### config.mk
export PLATFORM = sky130hd
export DESIGN_NAME = sbr_regs
export DESIGN_NICKNAME = d
export VERILOG_FILES = /design/src/hw/sbr_level_detect.v /design/src/hw/sbr_regs.v
export VERILOG_INCLUDE_DIRS = /design/src /design/src/include
export SDC_FILE = /design/constraint.sdc
export NUM_CORES = 1
export LEC_CHECK = 0
export BUFFER_PORTS_ARGS = -buffer_cell sky130_fd_sc_hd__buf_4
export CORE_UTILIZATION = 40
export CTS_BUF_LIST = sky130_fd_sc_hd__clkbuf_2
export CTS_CLUSTER_SIZE = 30
export DETAILED_ROUTE_END_ITERATION = 10
export PLACE_DENSITY = 0.64
export RECOVER_POWER = 100
export SLEW_MARGIN = 25
export SYNTH_ARGS = -nofsm -noshare
export SYNTH_HDL_FRONTEND = slang
export SYNTH_SLANG_ARGS = --single-unit
### constraint.sdc
create_clock -name clk -period 2 [get_ports clk]
set_input_delay 0 -clock clk [delete_from_list [all_inputs] [get_ports clk]]
set_output_delay 0 -clock clk [all_outputs]
set_load 0.02 [all_outputs]
### src/include/sbr_consts.vh
// Register offsets, field positions and reset values of the sense and brownout slice
`ifndef SBR_CONSTS_VH
`define SBR_CONSTS_VH
// Register addresses on the control port
`define SBR_ADDR_SENSE_PATH_CONFIG 16'h20E0
`define SBR_ADDR_SENSE_PATH_ENABLES 16'h20E4
`define SBR_ADDR_BROWNOUT_LEVEL_STATUS 16'h20E5
`define SBR_ADDR_LEVEL3_TRIP_HIGH 16'h20E6
`define SBR_ADDR_LEVEL3_TRIP_LOW 16'h20E7
`define SBR_ADDR_LEVEL2_TRIP_HIGH 16'h20E8
`define SBR_ADDR_LEVEL2_TRIP_LOW 16'h20E9
// Sense path configuration fields
`define SBR_BIT_WIDEBAND_FILTER 3
`define SBR_BIT_SENSE_DITHER 2
`define SBR_BIT_CURRENT_DC_BLOCK 1
`define SBR_BIT_VOLTAGE_DC_BLOCK 0
// Path enable fields
`define SBR_BIT_CURRENT_PATH 1
`define SBR_BIT_VOLTAGE_PATH 0
// Reset values
`define SBR_RST_SENSE_PATH_CONFIG 4'h4
`define SBR_RST_SENSE_PATH_ENABLES 2'h0
`define SBR_RST_TRIP 9'h000
// Brownout level status codes
`define SBR_LEVEL_NONE 3'h0
`define SBR_LEVEL_3 3'h1
`define SBR_LEVEL_2 3'h2
`define SBR_LEVEL_1 3'h3
`define SBR_LEVEL_0 3'h4
`endif

### src/hw/sbr_level_detect.v
// One brownout level trip comparator with bypass on zero threshold
`timescale 1ns/1ps
module sbr_level_detect (
  input wire clk,
  input wire srst,
  input wire [8:0] trip_threshold,
  input wire [8:0] supply_code,
  output reg tripped_reg
);
  // Zero threshold marks the level unused
  wire level_used;
  assign level_used = (trip_threshold != 9'h000);

  // Registered compare keeps supply glitches off the level path
  always @(posedge clk) begin
    if (srst) begin
      tripped_reg <= 1'b0;
    end else begin
      tripped_reg <= level_used && (supply_code < trip_threshold);
    end
  end
endmodule

### src/hw/sbr_regs.v
// Sense path and brownout threshold register slice
// Notes on behaviour
// - Bit 3 enables wideband sense filters
// - Bit 2 enables sense path dither
// - Bit 1 enables current DC blocker
// - Bit 0 enables voltage DC blocker
// - Current path powered when enabled and active
// - Voltage path powered when enabled and active
// - Status codes 000 to 010 only
// - Status reads 000 while globally disabled
// - Nine-bit thresholds split high and low
// - Zero threshold level is skipped
//
// Register map, all byte wide on the control port:
//   0x20E0 sense_path_config, bits 3:0 read and write
//   0x20E4 sense_path_enables, bits 1:0 read and write
//   0x20E5 brownout_level_status, bits 2:0 read only
//   0x20E6 level3_trip_high, threshold bits 8:1
//   0x20E7 level3_trip_low, threshold bit 0
//   0x20E8 level2_trip_high, threshold bits 8:1
//   0x20E9 level2_trip_low, threshold bit 0
// Only levels 3 and 2 are built here; level 1 and 0 codes never appear.
// Threshold halves are written one at a time, so the comparator sees a
// mixed value between the two writes; writing the high byte first keeps
// that transient within one code of the final threshold.
// Status latency is two clocks from a supply or threshold change: one in
// the comparator flop and one in the status register.
// Power gating is combinational, so the sense paths drop with the enable.
// Low-byte writes keep only bit 0; the other seven bits read back zero.
// Reads and writes may share a cycle; the read returns the old value.
`timescale 1ns/1ps
`include "sbr_consts.vh"
module sbr_regs (
  input wire clk,
  input wire srst,
  input wire reg_wr_en,
  input wire reg_rd_en,
  input wire [15:0] reg_addr,
  input wire [7:0] reg_wr_data,
  output reg [7:0] reg_rd_data_reg,
  input wire global_enable,
  input wire [8:0] supply_code,
  output reg wideband_filter_enable_reg,
  output reg sense_dither_enable_reg,
  output reg current_dc_block_enable_reg,
  output reg voltage_dc_block_enable_reg,
  output wire current_path_power,
  output wire voltage_path_power,
  output reg [2:0] brownout_level_status_reg
);
  // Path enable bits as software left them
  reg current_path_enable_reg;
  reg voltage_path_enable_reg;
  // Nine-bit trip thresholds
  reg [8:0] level3_trip_threshold_reg;
  reg [8:0] level2_trip_threshold_reg;
  // Comparator outcomes
  wire level3_tripped;
  wire level2_tripped;
  // Read data next value
  reg [7:0] reg_rd_data_next;
  // Status next value
  reg [2:0] brownout_level_status_next;

  // Address hits, one per mapped register
  wire hit_sense_path_config;
  wire hit_sense_path_enables;
  wire hit_brownout_level_status;
  wire hit_level3_trip_high;
  wire hit_level3_trip_low;
  wire hit_level2_trip_high;
  wire hit_level2_trip_low;

  // Full sixteen-bit compare, so aliases near the map never hit
  assign hit_sense_path_config = (reg_addr == `SBR_ADDR_SENSE_PATH_CONFIG);
  assign hit_sense_path_enables = (reg_addr == `SBR_ADDR_SENSE_PATH_ENABLES);
  assign hit_brownout_level_status = (reg_addr == `SBR_ADDR_BROWNOUT_LEVEL_STATUS);
  assign hit_level3_trip_high = (reg_addr == `SBR_ADDR_LEVEL3_TRIP_HIGH);
  assign hit_level3_trip_low = (reg_addr == `SBR_ADDR_LEVEL3_TRIP_LOW);
  assign hit_level2_trip_high = (reg_addr == `SBR_ADDR_LEVEL2_TRIP_HIGH);
  assign hit_level2_trip_low = (reg_addr == `SBR_ADDR_LEVEL2_TRIP_LOW);

  // Level 3 trip detector
  // Each detector adds one clock of status latency
  sbr_level_detect u_level3 (
    .clk(clk),
    .srst(srst),
    .trip_threshold(level3_trip_threshold_reg),
    .supply_code(supply_code),
    .tripped_reg(level3_tripped)
  );

  // Level 2 trip detector
  // Same detector, its own threshold
  sbr_level_detect u_level2 (
    .clk(clk),
    .srst(srst),
    .trip_threshold(level2_trip_threshold_reg),
    .supply_code(supply_code),
    .tripped_reg(level2_tripped)
  );

  // Power gating follows the global enable directly, so disable is immediate
  // No settling delay is modelled for the analog paths behind these pins
  // Requests written while inactive take effect once the device is active
  // current and voltage path gating
  assign current_path_power = current_path_enable_reg & global_enable;
  assign voltage_path_power = voltage_path_enable_reg & global_enable;

  // Register writes; unmapped and read-only addresses ignore writes
  // The status code has no write path, so a stray write cannot fake a level
  always @(posedge clk) begin
    if (srst) begin
      // Reset values; dither is on out of reset
      {wideband_filter_enable_reg, sense_dither_enable_reg,
        current_dc_block_enable_reg, voltage_dc_block_enable_reg} <=
        `SBR_RST_SENSE_PATH_CONFIG;
      {current_path_enable_reg, voltage_path_enable_reg} <= `SBR_RST_SENSE_PATH_ENABLES;
      // Zero thresholds leave both levels unused until programmed
      level3_trip_threshold_reg <= `SBR_RST_TRIP;
      level2_trip_threshold_reg <= `SBR_RST_TRIP;
    end else if (reg_wr_en) begin
      if (hit_sense_path_config) begin
        wideband_filter_enable_reg <= reg_wr_data[`SBR_BIT_WIDEBAND_FILTER];
        sense_dither_enable_reg <= reg_wr_data[`SBR_BIT_SENSE_DITHER];
        current_dc_block_enable_reg <= reg_wr_data[`SBR_BIT_CURRENT_DC_BLOCK];
        voltage_dc_block_enable_reg <= reg_wr_data[`SBR_BIT_VOLTAGE_DC_BLOCK];
      end else if (hit_sense_path_enables) begin
        current_path_enable_reg <= reg_wr_data[`SBR_BIT_CURRENT_PATH];
        voltage_path_enable_reg <= reg_wr_data[`SBR_BIT_VOLTAGE_PATH];
      end else if (hit_level3_trip_high) begin
        level3_trip_threshold_reg[8:1] <= reg_wr_data;
      end else if (hit_level3_trip_low) begin
        // least significant bit, bits 7:1 dropped
        level3_trip_threshold_reg[0] <= reg_wr_data[0];
      end else if (hit_level2_trip_high) begin
        level2_trip_threshold_reg[8:1] <= reg_wr_data;
      end else if (hit_level2_trip_low) begin
        level2_trip_threshold_reg[0] <= reg_wr_data[0];
      end
    end
  end

  // Level selection; only levels 3 and 2 live in this slice
  // Priority chain, so a deeper level masks a shallower one
  // Disabled device reports inactive whatever the comparators say
  always @* begin
    // Default: no brownout
    brownout_level_status_next = `SBR_LEVEL_NONE;
    if (!global_enable) begin
      brownout_level_status_next = `SBR_LEVEL_NONE;
    end else if (level2_tripped) begin
      brownout_level_status_next = `SBR_LEVEL_2;
    end else if (level3_tripped) begin
      brownout_level_status_next = `SBR_LEVEL_3;
    end
  end

  // Status register; reserved codes never produced
  // Registered; a read matches the port except in the first clock after disable, when it returns 000 and the port keeps the old code
  always @(posedge clk) begin
    if (srst) begin
      // Inactive code out of reset
      brownout_level_status_reg <= `SBR_LEVEL_NONE;
    end else begin
      brownout_level_status_reg <= brownout_level_status_next;
    end
  end

  // Read mux; reserved bits and unmapped addresses read zero
  // Sampled into the read register only on a read strobe
  always @* begin
    // Default covers reserved bits and unmapped addresses
    reg_rd_data_next = 8'h00;
    if (hit_sense_path_config) begin
      // Configuration bits in field order
      reg_rd_data_next[3:0] = {wideband_filter_enable_reg, sense_dither_enable_reg,
        current_dc_block_enable_reg, voltage_dc_block_enable_reg};
    end else if (hit_sense_path_enables) begin
      // Path requests, not the gated power state
      reg_rd_data_next[1:0] = {current_path_enable_reg, voltage_path_enable_reg};
    end else if (hit_brownout_level_status) begin
      reg_rd_data_next[2:0] = global_enable ? brownout_level_status_reg : `SBR_LEVEL_NONE;
    end else if (hit_level3_trip_high) begin
      // Level 3 threshold bits 8:1
      reg_rd_data_next = level3_trip_threshold_reg[8:1];
    end else if (hit_level3_trip_low) begin
      // Level 3 threshold bit 0 alone
      reg_rd_data_next[0] = level3_trip_threshold_reg[0];
    end else if (hit_level2_trip_high) begin
      // Level 2 threshold bits 8:1
      reg_rd_data_next = level2_trip_threshold_reg[8:1];
    end else if (hit_level2_trip_low) begin
      // Level 2 threshold bit 0 alone
      reg_rd_data_next[0] = level2_trip_threshold_reg[0];
    end
  end

  // Read data held until the next read
  // Holding the value lets a slow host fetch it well after the strobe
  // A write in the same cycle is not seen; the mux still shows the old value
  always @(posedge clk) begin
    if (srst) begin
      // Cleared by reset
      reg_rd_data_reg <= 8'h00;
    end else if (reg_rd_en) begin
      reg_rd_data_reg <= reg_rd_data_next;
    end
  end
endmodule

# Yosys cells after proc, flatten, opt, wreduce, memory -nomap -nowiden
# Index checks and enable logic that the tools add are counted.
# classes
n_lt_le_gt_ge	2
n_eq_ne	7
n_mux	15
n_bitwise	8
reduce_logical	12
# ops
op	count
$eq 16x14->1 const B	7
$lt 9x9->1	2
$reduce_bool 9->1	2
$mux 7	2
$mux 4	2
$mux 8	1
$reduce_and 7->1	1
$mux 3	2
$mux 6	1
$not 1->1	6
$reduce_and 6->1	1
$mux 5	1
$reduce_and 5->1	1
$mux 1	4
$mux 2	2
$reduce_and 4->1	1
$reduce_and 3->1	1
$reduce_or 3->1	1
$and 1x1->1	2
$logic_and 1x1->1	2
$reduce_and 2->1	1
$reduce_or 2->1	1
# totals
ff_bits	37
inputBits	38
output_inout_bits	17
elab_cells	59

# Longest topological paths before layout
# Gate-level depths: netlist of the first run.
# depth
ltp_word	8
ltp_mapped	6
depth_no_buf	6

# Modules after synthesis
# Synthesis of the first run repeated with hierarchy kept, for this count alone.
# hier_totals
hier_cells	266
area_unflattened_um2	2259.7
# modules_own_cells
module	n_inst	cells_per_inst	area_per_inst_um2
sbr_regs	1	204	1779.2
sbr_level_detect	2	31	240.2

# Worst setup path before layout of the first run
# OpenSTA, ideal clock, no wires.
# synth_path
path_kind	input to register
from	input reg_addr[11]
to	register level2_trip_threshold_reg[8]
setup_time_ns	0.128
arrival_ns	1.647
t_required_ns	1.872
slack_ns	0.225
stages	6
path_cell_list	or4_1 -> clkbuf_1 -> nor3_1 -> nand3_1 -> mux2i_1 -> nor2_1
# synth_via
elab_chain_cells	3
elab_cells_between_ends	10
# synth_rtl
element	line	source
start: declaration	sbr_regs.v:38	input wire [15:0] reg_addr,
$eq 16x14->1 (no source line)	n/a	
$not 1->1 (no source line)	n/a	
$reduce_and 6->1 (no source line) (*)	n/a	
end signal: assignment	sbr_regs.v:121	level2_trip_threshold_reg <= `SBR_RST_TRIP;
end signal: assignment	sbr_regs.v:137	level2_trip_threshold_reg[8:1] <= reg_wr_data;
end: declaration	sbr_regs.v:56	reg [8:0] level2_trip_threshold_reg;
# Every way passes the cells marked *; elsewhere a longest branch is shown, timed or not.
# A chain may end at the register's enable or synchronous reset.

# Final worst setup path of the first run
# layout_path
from	input reg_addr[2]
to	register level2_trip_threshold_reg[7]
# Same word-level chain as after synthesis.

==> run metrics, run 1 <==
status complete, no violations; Critical Path Start Type primary input; Seq/Total Area, Yosys 35.60%; Post-Layout Cell Count 372; slowest stage cell, crit path dlygate4sd3_1; CTS buffer count 5; Register Area 720.7 sq um; final core utilization 55.14%; Layout area overhead 30.35%; DIE HEIGHT 73.14 um; Worst setup EP type flip-flop; Worst Path Max Fanout 12; antenna viol nets, final 0; Post-Syn Instances roughly 240; top cell type's share of synthesized area a little over a third; antenna violations before repair 0; core footprint 0.004786 sq mm; clock skew 0.003680 ns; via count 1,890; Max Slew Vio Count 0; detailed-route wire length per cell 13.44 um; largest net degree at the start of global routing 38; GRT Total Usage around 20%; I/O Pins 55; crit-path cells dlygate4sd3_1, clkbuf_2, nor4b_2, nand3_1, buf_4, mux2i_1, nor2_1, dlygate4sd3_1; CTS tree yes; Final Hold Vio Count 0; hold_sp supply_code[8]; CP max stage delay 0.55 ns; Tot Pwr 1.249 mW; top-count cell post-synth dfxtp_1; first-pass GRT wire length 7921 um; unrepaired setup endpoints after global routing no; CP top delay family buffers and inverters; synthesized area 0.002024 sq mm; WS Path Type primary input to flip-flop; WP data arrival between 2 and 2.5 ns; Synth Register Bits 36; worst path bufs/invs 4; highest clock rate 0.5229 GHz; top_reg_cell synth dfxtp_1; Worst Hold Path EP u_level3.tripped_reg; syn nets 289; Post-synth top cells 36 x dfxtp_1, 35 x nor2_1, 22 x mux2i_1, 20 x inv_1, 16 x ha_1; Max-Cap Viols 0; placed instance area 0.002494 sq mm; clk buf depth 2; antenna diode count 0; Tmin final 1.912 ns; layout cells sized above 1 17.70%; Multi-input gate area 0.001191 sq mm; Nets 358; post-detail-place hpwl 3731 um; CP dominant cell by count dlygate4sd3_1; number of DRC markers in iteration 0 95; Starting Density 42.30%; Worst Hold Class primary input to flip-flop; Synth cell types 43; placed instance count 348; Clock Latency Late Sink 0.38 ns; DRC viols 0; Max VDD drop 0.3136 mV; Clock transition at path regs between 0.15 and 0.2 ns; top cells by area, synth dfxtp_1 36%, mux2i_1 11%, ha_1 9.9%; Sink Count 36; hold depth 5; total die area 0.005349 sq mm; GR Overflow Total 0; Final Cycle Share 95.61%; filler cell count 486; worst r2r src level3_trip_threshold_reg[1]; WL final 5000 um; power per cell area between 400 and 500 mW/mm^2; Post-synth EDFFs 0; FP Rows 25; worst reg2reg setup slack a little over 0.4 ns; synthesis warning total 0; Final setup violation count 0; H-tree depth 2; hold slack final 0.03814 ns; final instance area 0.002639 sq mm; via-per-instance ratio 5.081; Synth async-reset ratio 0%; syn_area_per_cell between 8 and 9 sq um; R2R depth 6; routability cong. 0.7643; vias in the first global route roughly 1,800; Port Buf Inserts 53; cell taking the most area after synthesis dfxtp_1; die width 73.14 um; LEAKAGE ~1.2 nW; CTS Root Cell clkbuf_2; postcts setup bufs 0; Pre-antenna DRT Iters 4; worst reg2reg endpoint u_level3.tripped_reg; WP data required 2.29 ns
[power by group]
group	switching, mW	internal (mW)	total (mW)
logic	0.0916	0.100	0.192
registers	0.00310	0.725	0.728
clock network	0.236	0.0937	0.330
total	0.331	0.919	1.25
[worst register-to-register path, stage by stage, from the launching register on]
cell	delay, ns
dfxtp_1	0.43
inv_1	0.06
ha_1	0.26
a21o_1	0.15
a2111oi_0	0.42
nor4_1	0.09
nor2_1	0.14
[metal layers]
layer  GRT usage [%]  wire (um)  vias up
li1                -          -      981
met1           24.79       2346      846
met4           6.100         61        0
met3           4.420        268        7
met5               0          0        -
met2           33.02       2323       56
[final cells by class]
| type | instances | area share (%) |
|---|---|---|
| Sequential cell | 36 | 27.31 |
| Clock buffer | 7 | 1.328 |
| Multi-Input combinational cell | 167 | 45.14 |
| Tap cell | 67 | 3.177 |
| Timing Repair Buffer | 74 | 20.06 |
| Clock inverter | 1 | 0.1422 |
| Inverter | 20 | 2.845 |
[worst max-delay path by stage]
stage,startpoint,end,slack [ns],depth (start not counted)
after floorplan,reg_addr[11],level2_trip_threshold_reg[8],0.22,6
after global placement,reg_addr[12],reg_rd_data_reg[2],0.05,6
after detailed placement,reg_addr[12],reg_rd_data_reg[3],-0.007,6
after CTS,reg_addr[2],level2_trip_threshold_reg[7],0.02,8
after global routing,reg_addr[2],level2_trip_threshold_reg[7],0.02,8
final,reg_addr[2],level2_trip_threshold_reg[7],0.09,8
[cells by family (layout without fill, tap and decap cells)]
logic type                 count (synthesis)  after routing  synth area share [%]
AOI/OAI and AO/OA                         40             40                 14.15
buffers and inverters                     32            102                 6.180
and+or+nand+nor                           87             87                 22.56
adders and majority gates                 16             16                 9.889
other                                      1              1                0.1852
DFF                                       36             36                 35.60
muxes                                     23             23                 11.43
[placed cells by master, fill, tap and decap left out, types with 2 or more instances in the layout]
master,n
o31a_1,2
a21oi_1,2
clkbuf_4,3
mux2i_1,22
a211oi_1,9
nor3_1,5
ha_1,16
a2111oi_0,2
dfxtp_1,36
nor2b_1,5
clkbuf_1,17
nor3_2,2
nor4_1,5
or3_1,2
nand2_1,4
nand3_1,9
inv_1,20
a22oi_1,7
o21ai_0,8
clkbuf_2,8
a21o_1,4
buf_4,37
nor2_1,35
and2_1,2
nand2b_1,2
nand4_1,5
dlygate4sd3_1,16
[what timing repair did]
action                                  4_1_cts  5_1_grt
hold endpoints to repair                     33        0
endpoints found under the setup margin        0        2
hold buffers                                 16        0
gates resized for setup                       0        3
[metrics by stage]
| stage | setup TNS (ns) | setup slack (ns) |
|---|---|---|
| detailed placement | -0.006552 | -0.006552 |
| global route | 0 | 0.02331 |
| CTS | 0 | 0.01810 |
| floorplan | 0 | 0.2248 |
| global placement | 0 | 0.04779 |
| finish | 0 | 0.08777 |
No activity file was read; power rests on OpenSTA's default activity.
==> run 2, diff against run 1 <==
==> constraint.sdc (replaced) <==
create_clock -name clk -period 2 [get_ports clk]
set_input_delay 0 -clock clk [delete_from_list [all_inputs] [get_ports clk]]
set_output_delay 0 -clock clk [all_outputs]
set_load 0.01 [all_outputs]
==> run metrics, run 2 (synthesized netlist as in run 1, its figures left out) <==
status complete, no violations; Tot Pwr 1.244 mW (-0.47%); Max Slew Vio Count 0 (unchanged); CTS tree yes; CP dominant cell by count dlygate4sd3_1; highest clock rate 0.5232 GHz (about the same); clock skew 0.003751 ns (+0.00007139 ns); largest net degree at the start of global routing 38 (unchanged); antenna violations before repair 0 (unchanged); FP Rows 25 (unchanged); LEAKAGE 1.164 nW (+0.28%); Worst setup EP type flip-flop; antenna diode count 0 (unchanged); Switching Share 26.12% (-0.35 points); I/O Pins 55 (unchanged); clock share of power 26.5% (about the same); Layout area overhead 30.53%; Critical Path Start Type primary input; detailed-route wire length per cell 13.44 um (about the same); Power Internal 918.7 uW (unchanged); Flop pwr share 58.5% (+0.2 points); R2R depth 6 (unchanged); antenna viol nets, final 0 (unchanged); WP data arrival 2.21 ns (about the same); share of power burned in combinational logic 15.0% (-0.4 points); Pre-antenna DRT Iters 4 (unchanged); power per cell area 470.6 mW/mm^2 (-0.61%); setup_tns 0 ns (unchanged); Max-Cap Viols 0 (unchanged); Multi-input gate area 0.001191 sq mm (unchanged); Post-Layout Cell Count 372 (unchanged); switching power 324.9 uW (-1.8%); Clock Latency Late Sink 0.38 ns (about the same); placed instance area 0.002494 sq mm (unchanged); Worst Hold Class primary input to flip-flop; DRC viols 0 (unchanged); most frequent cells in the layout 38 x buf_4, 36 x dfxtp_1, 35 x nor2_1; H-tree depth 2 (unchanged); core footprint 0.004786 sq mm (unchanged); Clock transition at path regs 0.17 ns (about the same); GR Overflow Total 0 (unchanged); Register Area 720.7 sq um (unchanged); Sink Count 36 (unchanged); Nets 358 (unchanged); final instance area 0.002643 sq mm (+0.14%); filler cell count 487 (+0.21%); Final Cycle Share 95.56% (about the same); worst path bufs/invs 4 (unchanged); hold slack final 0.03781 ns (-0.0003279 ns); CTS Root Cell clkbuf_2; Final WS setup 0.08875 ns (+0.0009808 ns); WS Path Type primary input to flip-flop; layout cells sized above 1 18.03% (+0.33 points); number of DRC markers in iteration 0 94 (-1.1%); total die area 0.005349 sq mm (unchanged); hold depth 5 (unchanged); die width 73.14 um (unchanged); placed instance count 348 (unchanged); clk buf depth 2 (unchanged); final core utilization 55.22% (+0.078 points); Worst Path Max Fanout 12 (unchanged); GRT Total Usage 19.60% (unchanged); critical path depth 8 (unchanged); first-pass GRT wire length 7921 um (unchanged); via-per-instance ratio 5.078 (about the same); crit-path cells dlygate4sd3_1, clkbuf_2, nor4b_2, nand3_1, buf_4, mux2i_1, nor2_1, dlygate4sd3_1; Tmin final 1.911 ns (-0.0009808 ns); CTS buffer count 5 (unchanged); post-detail-place hpwl 3731 um (unchanged); WL final 4998 um (about the same); Max VDD drop 0.3136 mV (about the same); DP Worst Slack -0.006552 ns (unchanged); CP top delay family buffers and inverters; DIE HEIGHT 73.14 um (unchanged); CP max stage delay 0.55 ns (about the same); WP data required 2.29 ns (about the same); routability cong. 0.7643 (unchanged); Final Hold Vio Count 0 (unchanged); unrepaired setup endpoints after global routing no; Final setup violation count 0 (unchanged); Port Buf Inserts 53 (unchanged); via count 1,889 (-0.053%); vias in the first global route 1,761 (unchanged); most common cell after layout, fill and taps aside buf_4; Starting Density 42.30% (unchanged); slowest stage cell, crit path dlygate4sd3_1
==> run 2: cell types whose count changed in the layout (fill, tap and decap cells not counted), sizes merged <==
cell    change
clkbuf      -1
buf         +1
==> run 2: power by group through the flow <==
stage	Combinational [mW]	Clock, mW	Sequential, mW
global route	0.206	0.370	0.729
floorplan	0.0780	0	0.746
CTS	0.192	0.348	0.728
finish	0.186	0.330	0.728
global placement	0.169	0	0.743
detailed placement	0.171	0	0.743
==> run 2: repair_timing <==
item / 4_1_cts / 5_1_grt
gates resized for setup: 0 / 3
hold buffers: 16 / 0
hold endpoints to repair: 33 / 0
endpoints found under the setup margin: 0 / 2
setup buffers: 0 / 0
==> run 2: metal layers <==
metal | track usage (%) | part of all wire [%]
met5 | 0 | 0
met1 | 24.79 | 47
met3 | 4.420 | 5.4
met4 | 6.100 | 1.2
met2 | 33.02 | 46
==> run 2: worst min-delay path: cells and delay by family <==
family                     cells  cell delay, ns
AOI/OAI and AO/OA              1            0.05
adders and majority gates      1            0.14
buffers and inverters          1            0.09
and+or+nand+nor                2            0.12
==> run 2: path summary, 6_finish.rpt <==
path	start	to	slack, ns
setup / recovery	reg_addr[2]	level2_trip_threshold_reg[7]	0.09
hold / removal	supply_code[8]	u_level3.tripped_reg	0.04
hold reg to reg	u_level2.tripped_reg	brownout_level_status_reg[0]	0.44
setup reg to reg	level3_trip_threshold_reg[1]	u_level3.tripped_reg	0.41
==> run 2: final cells by class <==
cell class	instances	share of cell area [%]
tap	67	3.172
clock buffer	7	1.326
timing repair buffer	74	20.17
multi-input combinational	167	45.08
sequential	36	27.27
inverter	20	2.841
clock inverter	1	0.1420
==> run 3, diff against run 2 <==
--- a/config.mk
+++ b/config.mk
@@ -6,12 +6,13 @@
 export SDC_FILE = /design/constraint.sdc
 export NUM_CORES = 1
 export LEC_CHECK = 0
+export ABC_AREA = 1
 export BUFFER_PORTS_ARGS = -buffer_cell sky130_fd_sc_hd__buf_4
 export CORE_UTILIZATION = 40
 export CTS_BUF_LIST = sky130_fd_sc_hd__clkbuf_2
 export CTS_CLUSTER_SIZE = 30
 export DETAILED_ROUTE_END_ITERATION = 10
-export PLACE_DENSITY = 0.64
+export PLACE_DENSITY = 0.63
 export RECOVER_POWER = 100
 export SLEW_MARGIN = 25
 export SYNTH_ARGS = -nofsm -noshare
==> run metrics, run 3 <==
largest net degree at the start of global routing 30 (-21%); Tot Pwr 1.219 mW (-2.0%); Post-synth EDFFs 0 (unchanged); DIE HEIGHT 75.52 um (+3.3%); Seq/Total Area, Yosys 33.33% (-2.3 points); layout cells sized above 1 18.36% (+0.32 points); Post-synth top cells 57 x nand2_1, 36 x dfxtp_1, 36 x inv_1, 30 x nor2_1, 28 x a21oi_1; antenna viol nets, final 0 (unchanged); WP data arrival 1.78 ns (-0.43 ns); most common cell after layout, fill and taps aside nand2_1; Final Hold Vio Count 0 (unchanged); Final setup violation count 0 (unchanged); Worst setup EP type flip-flop; status complete, no violations; post-detail-place hpwl 4325 um (+16%); setup_tns 0 ns (unchanged); Pre-antenna DRT Iters 4 (unchanged); cell taking the most area after synthesis dfxtp_1; top cell type's share of synthesized area 33.33% (-2.3 points); total die area 0.005703 sq mm (+6.6%); GR Overflow Total 0 (unchanged); H-tree depth 2 (unchanged); syn_area_per_cell 7.183 sq um (-17%); clock skew 0.008303 ns (+0.004552 ns); cts repair resizes 0 (unchanged); die width 75.52 um (+3.3%); Sink Count 36 (unchanged); WL final 5480 um (+9.6%); Tmin final 1.515 ns (-0.3967 ns); top-count cell post-synth nand2_1; WP data required 2.26 ns (-0.03 ns); via count 2,160 (+14%); Worst Hold Class primary input to flip-flop; worst reg2reg setup slack 0.55 ns (+0.14 ns); Synth cell types 29 (-33%); placed instance count 417 (+20%); synthesized area 0.002162 sq mm (+6.8%); number of DRC markers in iteration 0 91 (-3.2%); top cells by area, synth dfxtp_1 33%, nand2_1 9.9%, ha_1 9.3%; Post-Layout Cell Count 435 (+17%); first-pass GRT wire length 8845 um (+12%); power per cell area 460.0 mW/mm^2 (-2.2%); synthesis warning total 0 (unchanged); vias in the first global route 1,988 (+13%); CTS tree yes; Max VDD drop 0.3472 mV (+11%); Post-Syn Instances 301 (+28%); FP Rows 26 (+4.0%); via-per-instance ratio 4.966 (-2.2%); clk buf depth 2 (unchanged); Worst Path Max Fanout 17 (+5); placed instance area 0.002606 sq mm (+4.5%); Synth async-reset ratio 0% (unchanged); Max Slew Vio Count 0 (unchanged); Final Cycle Share 75.73% (-20 points); Slew @ Worst Pin 0.6562 ns; antenna violations before repair 0 (unchanged); antenna diode count 0 (unchanged); WS Path Type primary input to flip-flop; Synth Register Bits 36 (unchanged); top_reg_cell synth dfxtp_1; LEAKAGE 1.045 nW (-10%); Max transition margin 56.25%; Critical Path Start Type primary input; DRC viols 0 (unchanged); most frequent cells in the layout 61 x nand2_1, 37 x inv_1, 36 x dfxtp_1; unrepaired setup endpoints after global routing no; syn nets 355 (+23%); CTS Hold Bufs 11 (-5); Starting Density 41.80% (-0.50 points); Nets 419 (+17%); highest clock rate 0.6602 GHz (+26%); routability cong. 0.8028 (+5.0%); GRT Total Usage 20.81% (+1.2 points); postcts setup bufs 0 (unchanged); Clock transition at path regs 0.17 ns (about the same); final instance area 0.002649 sq mm (+0.24%); Port Buf Inserts 53 (unchanged); CTS Root Cell clkbuf_2; Max-Cap Viols 0 (unchanged); Clock Latency Late Sink 0.38 ns (about the same); CTS buffer count 5 (unchanged); I/O Pins 55 (unchanged); core footprint 0.005172 sq mm (+8.1%); Layout area overhead 22.51%; detailed-route wire length per cell 12.60 um (-6.2%)
run 3: changes by cell type in the layout (fill, tap and decap cells not counted), sizes merged, moves of 6 or more:
cell,delta
nor2,+10
nand3,+6
mux2i,-21
nor3,+7
nand2,+59
inv,+19
a21oi,+26
a22oi,-7
run 3: cell type report:
type	count	area (sq um)
Clock buffer	6	30.03
Clock inverter	1	5.005
Fill cell	556	2524
Inverter	39	146.4
Multi-Input combinational cell	219	1214
Sequential cell	36	720.7
Tap cell	70	87.58
Timing Repair Buffer	64	445.4
run 3: logic make-up (layout without fill, tap and decap cells):
logic type                 after synthesis  in the layout  share of synthesized area [%]
AOI/OAI and AO/OA                       54             54                          14.81
buffers and inverters                   46            110                          8.680
DFF                                     36             36                          33.33
adders and majority gates               16             16                          9.259
muxes                                    1              1                         0.4630
and+or+nand+nor                        147            147                          33.28
other                                    1              1                         0.1734
run 3: path summary, 6_finish.rpt:
check                          startpoint                           end  depth (start not counted)
max                          reg_addr[11]  level2_trip_threshold_reg[2]                          9
min reg2reg          u_level3.tripped_reg  brownout_level_status_reg[0]                          2
min                        supply_code[0]          u_level2.tripped_reg                          6
max reg2reg  level3_trip_threshold_reg[2]          u_level3.tripped_reg                          7
run 3: layer usage:
layer | part of all wire (%) | wire [um] | track usage (%)
met1 | 46 | 2525 | 25.02
met2 | 49 | 2709 | 38.39
met3 | 3.5 | 190 | 3.307
met4 | 1.0 | 55 | 5.556
met5 | 0 | 0 | 0
run 3: power by group:
| group | internal [mW] | total [mW] | switching (mW) |
|---|---|---|---|
| clock | 0.0834 | 0.321 | 0.237 |
| combinational | 0.0887 | 0.178 | 0.0897 |
| sequential | 0.719 | 0.720 | 0.000483 |
run 3: worst max-delay path, stage by stage:
cell and delay (ns):
clkbuf_4 0.11, nor2_1 0.09, nand2_1 0.13, nor2_8 0.25, nand2_1 0.24, nor2_1 0.49, inv_1 0.28, nand2_1 0.12
a21oi_1 0.06
run 3: stage by stage:
| stage | setup slack (ns) | utilization, % | hold WS [ns] |
|---|---|---|---|
| after detailed placement | 0.4783 | 50.39 | 0.2650 |
| after global placement | 0.5285 | 50.39 | 0.2605 |
| final | 0.4854 | 51.21 | 0.01295 |
| after global routing | 0.2869 | 51.21 | 0.006501 |
| after floorplan | 0.7651 | - | 0.09604 |
| after CTS | 0.5480 | 53.19 | 0.006117 |
